<file path="config.mk">
export PLATFORM = sky130hd
export DESIGN_NAME = scr_readout
export DESIGN_NICKNAME = d
export VERILOG_FILES = /design/src/hdl/scr_pkg.sv /design/src/hdl/scr_readout.sv
export VERILOG_INCLUDE_DIRS = /design/src /design/src/hdl
export SDC_FILE = /design/constraint.sdc
export NUM_CORES = 1
export LEC_CHECK = 0
export BUFFER_PORTS_ARGS = -buffer_cell sky130_fd_sc_hd__buf_2
export CAP_MARGIN = 15
export CORE_UTILIZATION = 40
export DETAILED_ROUTE_END_ITERATION = 8
export GPL_ROUTABILITY_DRIVEN = 0
export SLEW_MARGIN = 40
export SYNTH_ARGS = -nofsm -noshare
export SYNTH_HDL_FRONTEND = slang
export SYNTH_SLANG_ARGS = --single-unit
</file>
<file path="constraint.sdc">
create_clock -name sys_clk -period 2.5 [get_ports sys_clk]
set_input_delay 0.25 -clock sys_clk [delete_from_list [all_inputs] [get_ports sys_clk]]
set_output_delay 0.25 -clock sys_clk [all_outputs]
set_load 0.01 [all_outputs]
</file>
<file path="src/hdl/scr_regs.svh">
`ifndef SCR_REGS_SVH
`define SCR_REGS_SVH
`define SCR_MAX_4M 19'h3FFFF
`define SCR_MAX_8M 19'h7FFFF
`define SCR_SPAN_4M 19'h0FFFF
`define SCR_SPAN_8M 19'h1FFFF
`define SCR_PAGE_4M 19'h10000
`define SCR_PAGE_8M 19'h20000
`define SCR_CLK_NS 8
`define SCR_POR_NS 200
`define SCR_POR_CYC ((`SCR_POR_NS + `SCR_CLK_NS - 1) / `SCR_CLK_NS)
`define SCR_DATA_W 8
`define SCR_FIFO_DEPTH 4
`endif

</file>
<file path="src/hdl/scr_pkg.sv">
package scr_pkg;
  typedef enum logic [2:0] {
    SCR_ST_POR = 3'h1,
    SCR_ST_READ = 3'h2,
    SCR_ST_PROG = 3'h4
  } scr_state_t;
endpackage

</file>
<file path="src/hdl/scr_readout.sv">
`include "scr_regs.svh"
`timescale 1ns/1ps
`default_nettype none

// ----------------------------------------
// word buffer
// ----------------------------------------
module scr_fifo #(
  parameter int WIDTH = `SCR_DATA_W,
  parameter int DEPTH = `SCR_FIFO_DEPTH
) (
  input wire logic clk,
  input wire logic rst_b,
  input wire logic flush,
  input wire logic in_valid,
  output logic in_ready,
  input wire logic [WIDTH-1:0] in_data,
  output logic out_valid,
  input wire logic out_ready,
  output logic [WIDTH-1:0] out_data
);
  localparam int PW = $clog2(DEPTH);
  logic [WIDTH-1:0] mem_reg [DEPTH];
  logic [WIDTH-1:0] mem_next [DEPTH];
  logic [PW-1:0] wr_reg, wr_next, rd_reg, rd_next;
  logic [PW:0] cnt_reg, cnt_next;
  logic push, pop;

  assign in_ready = cnt_reg != (PW+1)'(DEPTH);
  assign out_valid = cnt_reg != '0;
  assign out_data = mem_reg[rd_reg];
  assign push = in_valid & in_ready;
  assign pop = out_valid & out_ready;

  always_comb begin
    mem_next = mem_reg;
    wr_next = wr_reg;
    rd_next = rd_reg;
    cnt_next = cnt_reg;
    if (flush) begin
      wr_next = '0;
      rd_next = '0;
      cnt_next = '0;
    end else begin
      if (push) begin
        mem_next[wr_reg] = in_data;
        wr_next = wr_reg + 1'b1;
      end
      if (pop) begin
        rd_next = rd_reg + 1'b1;
      end
      if (push && !pop) begin
        cnt_next = cnt_reg + 1'b1;
      end else if (pop && !push) begin
        cnt_next = cnt_reg - 1'b1;
      end
    end
  end

  always_ff @(posedge clk) begin
    if (!rst_b) begin
      wr_reg <= '0;
      rd_reg <= '0;
      cnt_reg <= '0;
    end else begin
      wr_reg <= wr_next;
      rd_reg <= rd_next;
      cnt_reg <= cnt_next;
    end
    mem_reg <= mem_next;
  end
endmodule

// ----------------------------------------
// read-out core
// ----------------------------------------
module scr_readout #(
  parameter bit BIG_PART = 1'b1,
  parameter int DATA_W = `SCR_DATA_W,
  parameter int DEPTH = `SCR_FIFO_DEPTH,
  parameter int POR_CYC = `SCR_POR_CYC
) (
  input wire logic sys_clk,
  input wire logic rst_b,
  input wire logic serial_clock,
  input wire logic chip_select_n,
  input wire logic reset_oe,
  input wire logic page_enable,
  input wire logic [1:0] page_select,
  input wire logic serial_program_enable_n,
  input wire logic program_device_select,
  output logic data_out,
  output logic data_oe_n,
  output logic cascade_out_n,
  output logic ready_out,
  output logic ready_oe_n,
  output logic prog_mode,
  output logic prog_select,
  output logic mem_rd_en,
  output logic [18-$clog2(DATA_W):0] mem_addr,
  input wire logic [DATA_W-1:0] mem_rdata
);
  localparam int AW = 19;
  localparam int SH = $clog2(DATA_W);
  localparam int WW = AW - SH;
  localparam logic [AW-1:0] FULL = BIG_PART ? `SCR_MAX_8M : `SCR_MAX_4M;
  localparam logic [AW-1:0] SPAN = BIG_PART ? `SCR_SPAN_8M : `SCR_SPAN_4M;
  localparam logic [AW-1:0] PAGE = BIG_PART ? `SCR_PAGE_8M : `SCR_PAGE_4M;

  // ----------------------------------------
  // pin synchronisers
  // ----------------------------------------
  logic [7:0] pins, sync1_reg, sync2_reg;
  logic sclk_prev_reg;
  logic sclk_s, cs_s, oe_s, pe_s, prg_s, pds_s;
  logic [1:0] ps_s;

  assign pins = {program_device_select, serial_program_enable_n, page_select,
                 page_enable, reset_oe, chip_select_n, serial_clock};
  assign sclk_s = sync2_reg[0];
  assign cs_s = sync2_reg[1];
  assign oe_s = sync2_reg[2];
  assign pe_s = sync2_reg[3];
  assign ps_s = sync2_reg[5:4];
  assign prg_s = !sync2_reg[6];
  assign pds_s = sync2_reg[7];

  always_ff @(posedge sys_clk) begin
    sync1_reg <= pins;
    sync2_reg <= sync1_reg;
    sclk_prev_reg <= sclk_s;
  end

  // ----------------------------------------
  // range decode
  // ----------------------------------------
  logic paged;
  logic [AW-1:0] pg, base_w, max_w;

  always_comb begin
    paged = pe_s && !prg_s;
    pg = paged ? {17'h0, ps_s} : '0;
    base_w = AW'(pg * PAGE);
    max_w = paged ? base_w + SPAN : FULL;
  end

  // ----------------------------------------
  // control state
  // ----------------------------------------
  scr_pkg::scr_state_t state_reg, state_next;
  logic [15:0] por_reg, por_next;
  logic [AW-1:0] addr_reg, addr_next;
  logic [SH-1:0] bit_reg, bit_next;
  logic [DATA_W-1:0] word_reg, word_next;
  logic wvalid_reg, wvalid_next, done_reg, done_next;
  logic [WW-1:0] faddr_reg, faddr_next;
  logic fdone_reg, fdone_next, pend_reg, pend_next;
  logic dout_reg, dout_next, doe_n_reg, doe_n_next;
  logic casc_reg, casc_next, rdy_reg, rdy_next;
  logic pmode_reg, pmode_next, psel_reg, psel_next;
  logic clear, active, step, issue;
  logic f_in_ready, f_out_valid, f_pop;
  logic [DATA_W-1:0] f_out_data;

  assign clear = (state_reg != scr_pkg::SCR_ST_READ) || !oe_s;
  assign active = (state_reg == scr_pkg::SCR_ST_READ) && oe_s && !cs_s;
  assign step = active && !done_reg && wvalid_reg && sclk_s && !sclk_prev_reg;
  assign issue = !clear && !fdone_reg && !pend_reg && f_in_ready;
  // reload in the cycle of the last bit so the driver does not gap between words while the buffer holds the next one
  assign f_pop = (!wvalid_reg || (step && bit_reg == SH'(DATA_W - 1))) && !clear;

  always_comb begin
    state_next = state_reg;
    por_next = por_reg;
    case (state_reg)
      scr_pkg::SCR_ST_POR: begin
        por_next = por_reg + 16'h0001;
        if (por_reg == 16'(POR_CYC - 1)) begin
          state_next = prg_s ? scr_pkg::SCR_ST_PROG : scr_pkg::SCR_ST_READ;
        end
      end
      scr_pkg::SCR_ST_READ: begin
        if (prg_s) begin
          state_next = scr_pkg::SCR_ST_PROG;
        end
      end
      scr_pkg::SCR_ST_PROG: begin
        if (!prg_s) begin
          state_next = scr_pkg::SCR_ST_READ;
        end
      end
      default: begin
        state_next = scr_pkg::SCR_ST_POR;
        por_next = '0;
      end
    endcase
  end

  always_comb begin
    addr_next = addr_reg;
    bit_next = bit_reg;
    word_next = word_reg;
    wvalid_next = wvalid_reg;
    done_next = done_reg;
    faddr_next = faddr_reg;
    fdone_next = fdone_reg;
    pend_next = issue;
    if (clear) begin
      addr_next = base_w;
      bit_next = '0;
      wvalid_next = 1'b0;
      done_next = 1'b0;
      faddr_next = base_w[AW-1:SH];
      fdone_next = 1'b0;
      pend_next = 1'b0;
    end else begin
      if (issue) begin
        if (faddr_reg == max_w[AW-1:SH]) begin
          fdone_next = 1'b1;
        end else begin
          faddr_next = faddr_reg + 1'b1;
        end
      end
      if (f_pop && f_out_valid) begin
        word_next = f_out_data;
        wvalid_next = 1'b1;
      end
      if (step) begin
        if (addr_reg == max_w) begin
          done_next = 1'b1;
        end else begin
          addr_next = addr_reg + 1'b1;
        end
        bit_next = bit_reg + 1'b1;
        if (bit_reg == SH'(DATA_W - 1) && !f_out_valid) begin
          wvalid_next = 1'b0;
        end
      end
    end
  end

  always_comb begin
    dout_next = word_next[SH'(DATA_W - 1) - bit_next];
    doe_n_next = !(active && !done_next && wvalid_next);
    casc_next = !(done_next && oe_s && (state_reg == scr_pkg::SCR_ST_READ)) || cs_s;
    rdy_next = state_next != scr_pkg::SCR_ST_POR;
    pmode_next = prg_s;
    psel_next = prg_s && pds_s;
  end

  always_ff @(posedge sys_clk) begin
    if (!rst_b) begin
      state_reg <= scr_pkg::SCR_ST_POR;
      por_reg <= '0;
      addr_reg <= '0;
      bit_reg <= '0;
      word_reg <= '0;
      wvalid_reg <= 1'b0;
      done_reg <= 1'b0;
      faddr_reg <= '0;
      fdone_reg <= 1'b0;
      pend_reg <= 1'b0;
      dout_reg <= 1'b0;
      doe_n_reg <= 1'b1;
      casc_reg <= 1'b1;
      rdy_reg <= 1'b0;
      pmode_reg <= 1'b0;
      psel_reg <= 1'b0;
    end else begin
      state_reg <= state_next;
      por_reg <= por_next;
      addr_reg <= addr_next;
      bit_reg <= bit_next;
      word_reg <= word_next;
      wvalid_reg <= wvalid_next;
      done_reg <= done_next;
      faddr_reg <= faddr_next;
      fdone_reg <= fdone_next;
      pend_reg <= pend_next;
      dout_reg <= dout_next;
      doe_n_reg <= doe_n_next;
      casc_reg <= casc_next;
      rdy_reg <= rdy_next;
      pmode_reg <= pmode_next;
      psel_reg <= psel_next;
    end
  end

  scr_fifo #(
    .WIDTH(DATA_W),
    .DEPTH(DEPTH)
  ) u_fifo (
    .clk(sys_clk),
    .rst_b(rst_b),
    .flush(clear),
    .in_valid(pend_reg),
    .in_ready(f_in_ready),
    .in_data(mem_rdata),
    .out_valid(f_out_valid),
    .out_ready(f_pop),
    .out_data(f_out_data)
  );

  assign data_out = dout_reg;
  assign data_oe_n = doe_n_reg;
  assign cascade_out_n = casc_reg;
  assign ready_out = 1'b0;
  assign ready_oe_n = rdy_reg;
  assign prog_mode = pmode_reg;
  assign prog_select = psel_reg;
  assign mem_rd_en = issue;
  assign mem_addr = faddr_reg;
endmodule

`default_nettype wire

</file>
==> results of run 1 <==
where the power goes:
group          internal, mW  total (mW)  switching [mW]
registers              2.19        2.21          0.0171
clock network          1.38        2.34           0.967
logic                0.0391      0.0809          0.0418
total                  3.60        4.63            1.03
per-layer routing:
layer  GRT usage (%)  vias to the layer above  wire length (µm)
li1                -                     2217                 -
met1           22.02                     2126              5712
met2           28.05                       91              5993
met3           5.019                       15               445
met4           8.232                        0               180
met5               0                        -                 0
worst paths after layout:
| path | endpoint | depth (start not counted) | slack, ps | from |
|---|---|---|---|---|
| setup / recovery | u_fifo.cnt_reg[2] | 11 | 140 | bit_reg[1] |
| hold / removal | u_fifo.mem_reg[2] | 1 | 50 | mem_rdata[2] |
| setup reg to reg | u_fifo.cnt_reg[2] | 11 | 140 | bit_reg[1] |
| hold reg to reg | sync2_reg[7] | 0 | 330 | sync1_reg[7] |
worst reg2reg max path, stage by stage (launching register included):
cell,delay [ps]
dfxtp_1,350
ha_1,200
ha_1,230
a21oi_4,210
nor2_4,60
inv_1,50
ha_1,170
inv_1,60
fa_1,370
xor2_1,150
or3_1,300
a21oi_1,140
area by class of cell:
| type | count | share of cell area, % |
|---|---|---|
| Clock buffer | 18 | 6.228 |
| Clock inverter | 14 | 1.852 |
| Inverter | 16 | 0.8716 |
| Multi-Input combinational cell | 391 | 39.48 |
| Sequential cell | 131 | 42.71 |
| Tap cell | 180 | 3.269 |
| Timing Repair Buffer | 62 | 5.593 |
logic make-up (layout without fill, tap and decap cells):
family                   Yosys count  after routing  synth area share (%)
XOR/XNOR                          19             19                 2.863
AND/OR/NAND/NOR                  214            214                 20.84
buffers and inverters             39            110                 2.691
AO/OA/AOI/OAI                    129            129                 15.65
flip-flops                       131            131                 50.64
multiplexers                      16             16                 4.542
adder cells (fa/ha/maj)           12             12                 2.713
other                              1              1               0.06452
what timing repair did:
action	4_1_cts	5_1_grt
hold buffers	8	0
hold endpoints to repair	8	0
gates resized for setup	0	1
setup endpoints to repair	0	1
stage by stage:
step / std cells / worst slack (ps) / instance area [µm²] / hold WS [ps]
2_1_floorplan: 561 / 217.5 / 5812 / 277.7
3_3_place_gp: 772 / 166.0 / 6246 / 311.6
3_5_place_dp: 772 / 99.10 / 6246 / 315.0
4_1_cts: 812 / 81.98 / 6883 / 26.31
5_1_grt: 812 / 36.14 / 6890 / 26.46
6_report: 812 / 135.6 / 6890 / 47.95
cells in the final DEF, fill, tap and decap left out, types with 6 or more instances in the layout:
cell type	instances
a31oi_1	9
clkbuf_16	17
or4_1	10
nand4_1	15
and3_1	12
ha_1	11
dfxtp_1	99
nor2_1	58
o21ai_0	18
a21oi_1	45
nand2_1	37
dlygate4sd3_1	8
inv_1	14
buf_2	40
nand3_1	18
xnor2_1	15
edfxtp_1	32
buf_4	14
and2_1	9
mux4_2	8
nor3_1	16
o31ai_1	6
==> impl_results.md, run 1 <==
* CP peak stage delay at 370 ps
* Yosys top cell area share at between 30% and 40%
* Overflow after GRT at 0
* Crit start category: flip-flop
* CTS Buf Count at 17
* Post-synthesis average cell area at between 10 and 15 µm²
* Syn Nets at a little under 600
* Per-cell routed wire length at 15.19 µm
* Die Y at roughly 120 µm
* FF+latch area at approximately 2900 µm²
* Core footprint at 14040 µm²
* Cell Pwr Density at around 670 nW/µm²
* HPWL Detailed at 8492 µm
* Max-slew violation count at 0
* Global-route wire length before repair at around 20000 µm
* Status: complete, no violations
* Area added between synthesis and finish at 18.56%
* Cell count after synthesis at 561
* Post-synthesis async set-or-reset flop share at 0%
* Critical-path top delay cell: fa_1
* Max-Cap Viols at 0
* Cell family with most CP delay: adder cells
* Crit Path Max Fanout at 5
* IO Port Bufs at 40
* WL final at 12330 µm
* Final Util at approximately half
* N_diodes at 0
* Synth area leaders: dfxtp_1 34%, edfxtp_1 17%, a21oi_1 3.9%, nor2_1 3.7%, mux4_2 3.1%
* Post-route minimum period at about 2400 ps
* Largest area contributor in the netlist: dfxtp_1
* Critical path class: reg2reg
* # DRC at 0
* GRT Total Usage at between 15 and 20%
* Largest net degree at the start of global routing at 29
* CP dominant cell by count: ha_1
* Initial Util at between 40% and 50%
* H-Tree Depth at 4
* Vias in the first global route at 4261
* Final Cycle Share at between 90% and 100%
* Final net count at around 650
* Yosys warning total at 0
* EDFF count, synth at 32
* Max clock buf depth at 2
* Top Ports at 42
* Yosys reg bits at 131
* First-pass iteration count of the detailed router at 4
* Area used by multi-input combinational logic at between 2000 and 3000 µm²
* Leakage at ~2.5 nW
* Clk sinks at around 130
* Worst path required time at 2850 ps
* Max FFs per register at 32
* Post-route setup TNS at 0 ps
* Vias at approximately 4400
* Fillcell total at ~1300
* Register area share after synthesis at 50.64%
* Most frequent cells after synthesis: 99 x dfxtp_1, 58 x nor2_1, 45 x a21oi_1
* Final setup violation count at 0
* Yosys cell types at 76
* Most common cell in the netlist: dfxtp_1
* Tightest Pin Transition at between 600 and 700 ps
* Drt via density at approximately 5.5
* Worst setup EP type: flip-flop
* Post-CTS Setup Bufs at 0
* Routed Antenna Nets at 0
* WP data arrival at between 2000 and 3000 ps
* Worst-Skew Late Latency at 410 ps
* Post-Syn Area at 5812 µm²
* Clk slew on worst S/H paths at about 60 ps
* Initial drt markers at between 400 and 500
* Die width at between 100 and 150 µm
* Slew headroom at between 50 and 60%
* Initial antenna violation count at 0
* Fmax at ~420 MHz
* Hold Fails Final Rpt at 0
* Setup Skew at approximately 6.5 ps
* Full die area at 15020 µm²
* Top_reg_cell synth: dfxtp_1
* Worst Hold Class: in2reg
* RSZ-0062 raised after global routing: no
* Tot Pwr at between 4 and 5 mW
* WP buf/inv at 2
* Share of cells above drive strength 1 at slightly below 20%
* Cells along the critical path: ha_1 > ha_1 > a21oi_4 > nor2_4 > inv_1 > ha_1 > inv_1 > fa_1 > xor2_1 > or3_1 > a21oi_1
* Peak VDD IR at 476.1 µV
* Clock root buffer: clkbuf_16
* CTS tree: done
* Row cnt at between 40 and 50
(Power assumes the default switching activity.)
==> run 2, diff against run 1 <==
--- a/config.mk
+++ b/config.mk
@@ -11,6 +11,7 @@
 export CORE_UTILIZATION = 40
 export DETAILED_ROUTE_END_ITERATION = 8
 export GPL_ROUTABILITY_DRIVEN = 0
+export REMOVE_ABC_BUFFERS = 1
 export SLEW_MARGIN = 40
 export SYNTH_ARGS = -nofsm -noshare
 export SYNTH_HDL_FRONTEND = slang
==> run 2 against run 1 <==
  * Non-clock buffer count is 1 higher
  * Global-route usage increased by 0.46 points
  * Critical path depth unchanged
  * Count of clock-buffer cells in the layout grew 4
==> impl_results.md, run 2 (synthesis gave the netlist of run 1 again) <==
* Reg2Reg Depth at 11
* Worst setup EP type: flip-flop
* Worst Setup SP: bit_reg[1]
* Max-Cap Viols at 0
* R2r setup slk at 150 ps
* Crit start category: flip-flop
* Cell Pwr Density at 688.8 nW/µm²
* CTS tree: done
* Leakage at 2.491 nW
* Vias at 4472
* Pre-CTS setup slack at 68.44 ps
* Slew headroom at between 50 and 60%
* CTS Buf Count at 17
* Drt via density at around 5.5
* Tightest Pin Transition at 628.1 ps
* Core footprint at around 14000 µm²
* N_diodes at 0
* Area added between synthesis and finish at 19.53%
* GRT Total Usage at between 10% and 20%
* Routed Antenna Nets at 0
* H-Tree Depth at 4
* Hold Fails Final Rpt at 0
* Status: complete, no violations
* Final Util at roughly half
* Per-cell routed wire length at between 15 and 20 µm
* Largest net degree at the start of global routing at 31
* WL final at approximately 13000 µm
* Worst Setup EP: u_fifo.cnt_reg[2]
* # DRC at 0
* Initial antenna violation count at 0
* Clk sinks at between 100 and 150
* Share of cells above drive strength 1 at roughly a fifth
* Final net count at 650
* Reg-to-reg endpoint: u_fifo.cnt_reg[2]
* Full die area at around 15000 µm²
* Initial Util at between 40% and 50%
* Vias in the first global route at between 4000 and 5000
* Final std cells w/o fill at just over 800
* Row cnt at 43
* Fmax at approximately 430 MHz
* Max-slew violation count at 0
* Worst Hold Class: in2reg
* Reg2reg start: bit_reg[1]
* Max clock buf depth at 2
* Met1 layer usage reported by global route at between 20 and 25%
* Most common cell after layout, fill and taps aside: dfxtp_1
* Crit Path Max Fanout at 5
* Max FFs per register at 32
* GR peak layer: met2
* RSZ-0062 raised after global routing: no
* PnR worst setup slack at ~150 ps
* Peak VDD IR at between 700 and 800 µV
* First-pass iteration count of the detailed router at 5
* Final setup violation count at 0
* Die width at about 120 µm
* Clk slew on worst S/H paths at ~60 ps
* IO Port Bufs at 40
* Top Ports at 42
* Hold WS at ~45 ps
* Die Y at 122.5 µm
* Most frequent cells in the layout: 98 x dfxtp_1, 58 x nor2_1, 45 x a21oi_1
* Clock root buffer: clkbuf_16
* Setup Skew at slightly below 7 ps
* Critical path class: reg2reg
* Worst path required time at ~2800 ps
* Post-route setup TNS at 0 ps
* Post-placement cell area at roughly 6200 µm²
* Met3 usage at approximately 5.2%
* Global-route wire length before repair at roughly 21000 µm
* Post-placement cell count at 772
* Met2 usage at approximately 29%
* Post-layout instance area at a little under 7000 µm²
* WP data arrival at 2690 ps
* Overflow after GRT at 0
* Tot Pwr at around 4.8 mW
* Final Cycle Share at a little over nine tenths
* Worst-Skew Late Latency at around 420 ps
* HPWL Detailed at 8700 µm
* Initial drt markers at 228
* Post-route minimum period at 2348 ps
-- run 2: cell count changes in the layout (fill, tap and decap cells not counted), moves of 2 or more --
cell        delta
bufinv_16      +2
clkbuf_8       +2
clkinv_2       +2
clkinv_4       -3
clkinvlp_2     -2
inv_6          -2
-- run 2: area by class of cell --
| type | count | area (µm²) |
|---|---|---|
| clock buffers | 22 | 467.9 |
| clock inverters | 9 | 128.9 |
| multi-input cells | 391 | 2728 |
| inverters | 16 | 60.06 |
| fillers | 1258 | 7096 |
| well taps | 180 | 225.2 |
| flip-flops and latches | 131 | 2944 |
| repair buffers | 63 | 392.9 |
-- run 2: what timing repair did --
action,4_1_cts,5_1_grt
hold buffers,8,0
endpoints found under the setup margin,0,1
resized for setup,0,4
hold endpoints to repair,8,0
buffers inserted,0,1
-- run 2: critical path, cell delays in order, from the launching register on --
cell and delay, ps:
dfxtp_2 340, ha_1 200, ha_2 200, a21oi_4 200, nor2_4 60, inv_1 50
ha_1 180, inv_1 60, fa_1 370, xor2_1 160, or3_1 300, a21oi_1 150
-- run 2: how the worst min path moves through the flow --
stage,startpoint,endpoint,slack (ps),cells past startpoint
2_1_floorplan,serial_clock,sync1_reg[0],280,0
3_3_place_gp,sync1_reg[6],sync2_reg[6],310,0
3_5_place_dp,sync1_reg[5],sync2_reg[5],310,0
4_1_cts,mem_rdata[2],u_fifo.mem_reg[10],30,1
5_1_grt,mem_rdata[1],u_fifo.mem_reg[9],30,1
6_report,mem_rdata[2],u_fifo.mem_reg[10],50,1
-- run 2: where the power goes --
| group | internal (mW) | total (mW) | switching, mW |
|---|---|---|---|
| Clock | 1.62 | 2.50 | 0.876 |
| Sequential | 2.19 | 2.21 | 0.0165 |
| Combinational | 0.0382 | 0.0808 | 0.0427 |
-- run 2: routing by layer --
layer  routed length (µm)  part of all wire, %  up-vias
met5                    0                    0        -
met1                 5816                   46     2147
met3                  450                  3.6       18
met2                 6077                   49       94
met4                  177                  1.4        0
li1                     -                    -     2213
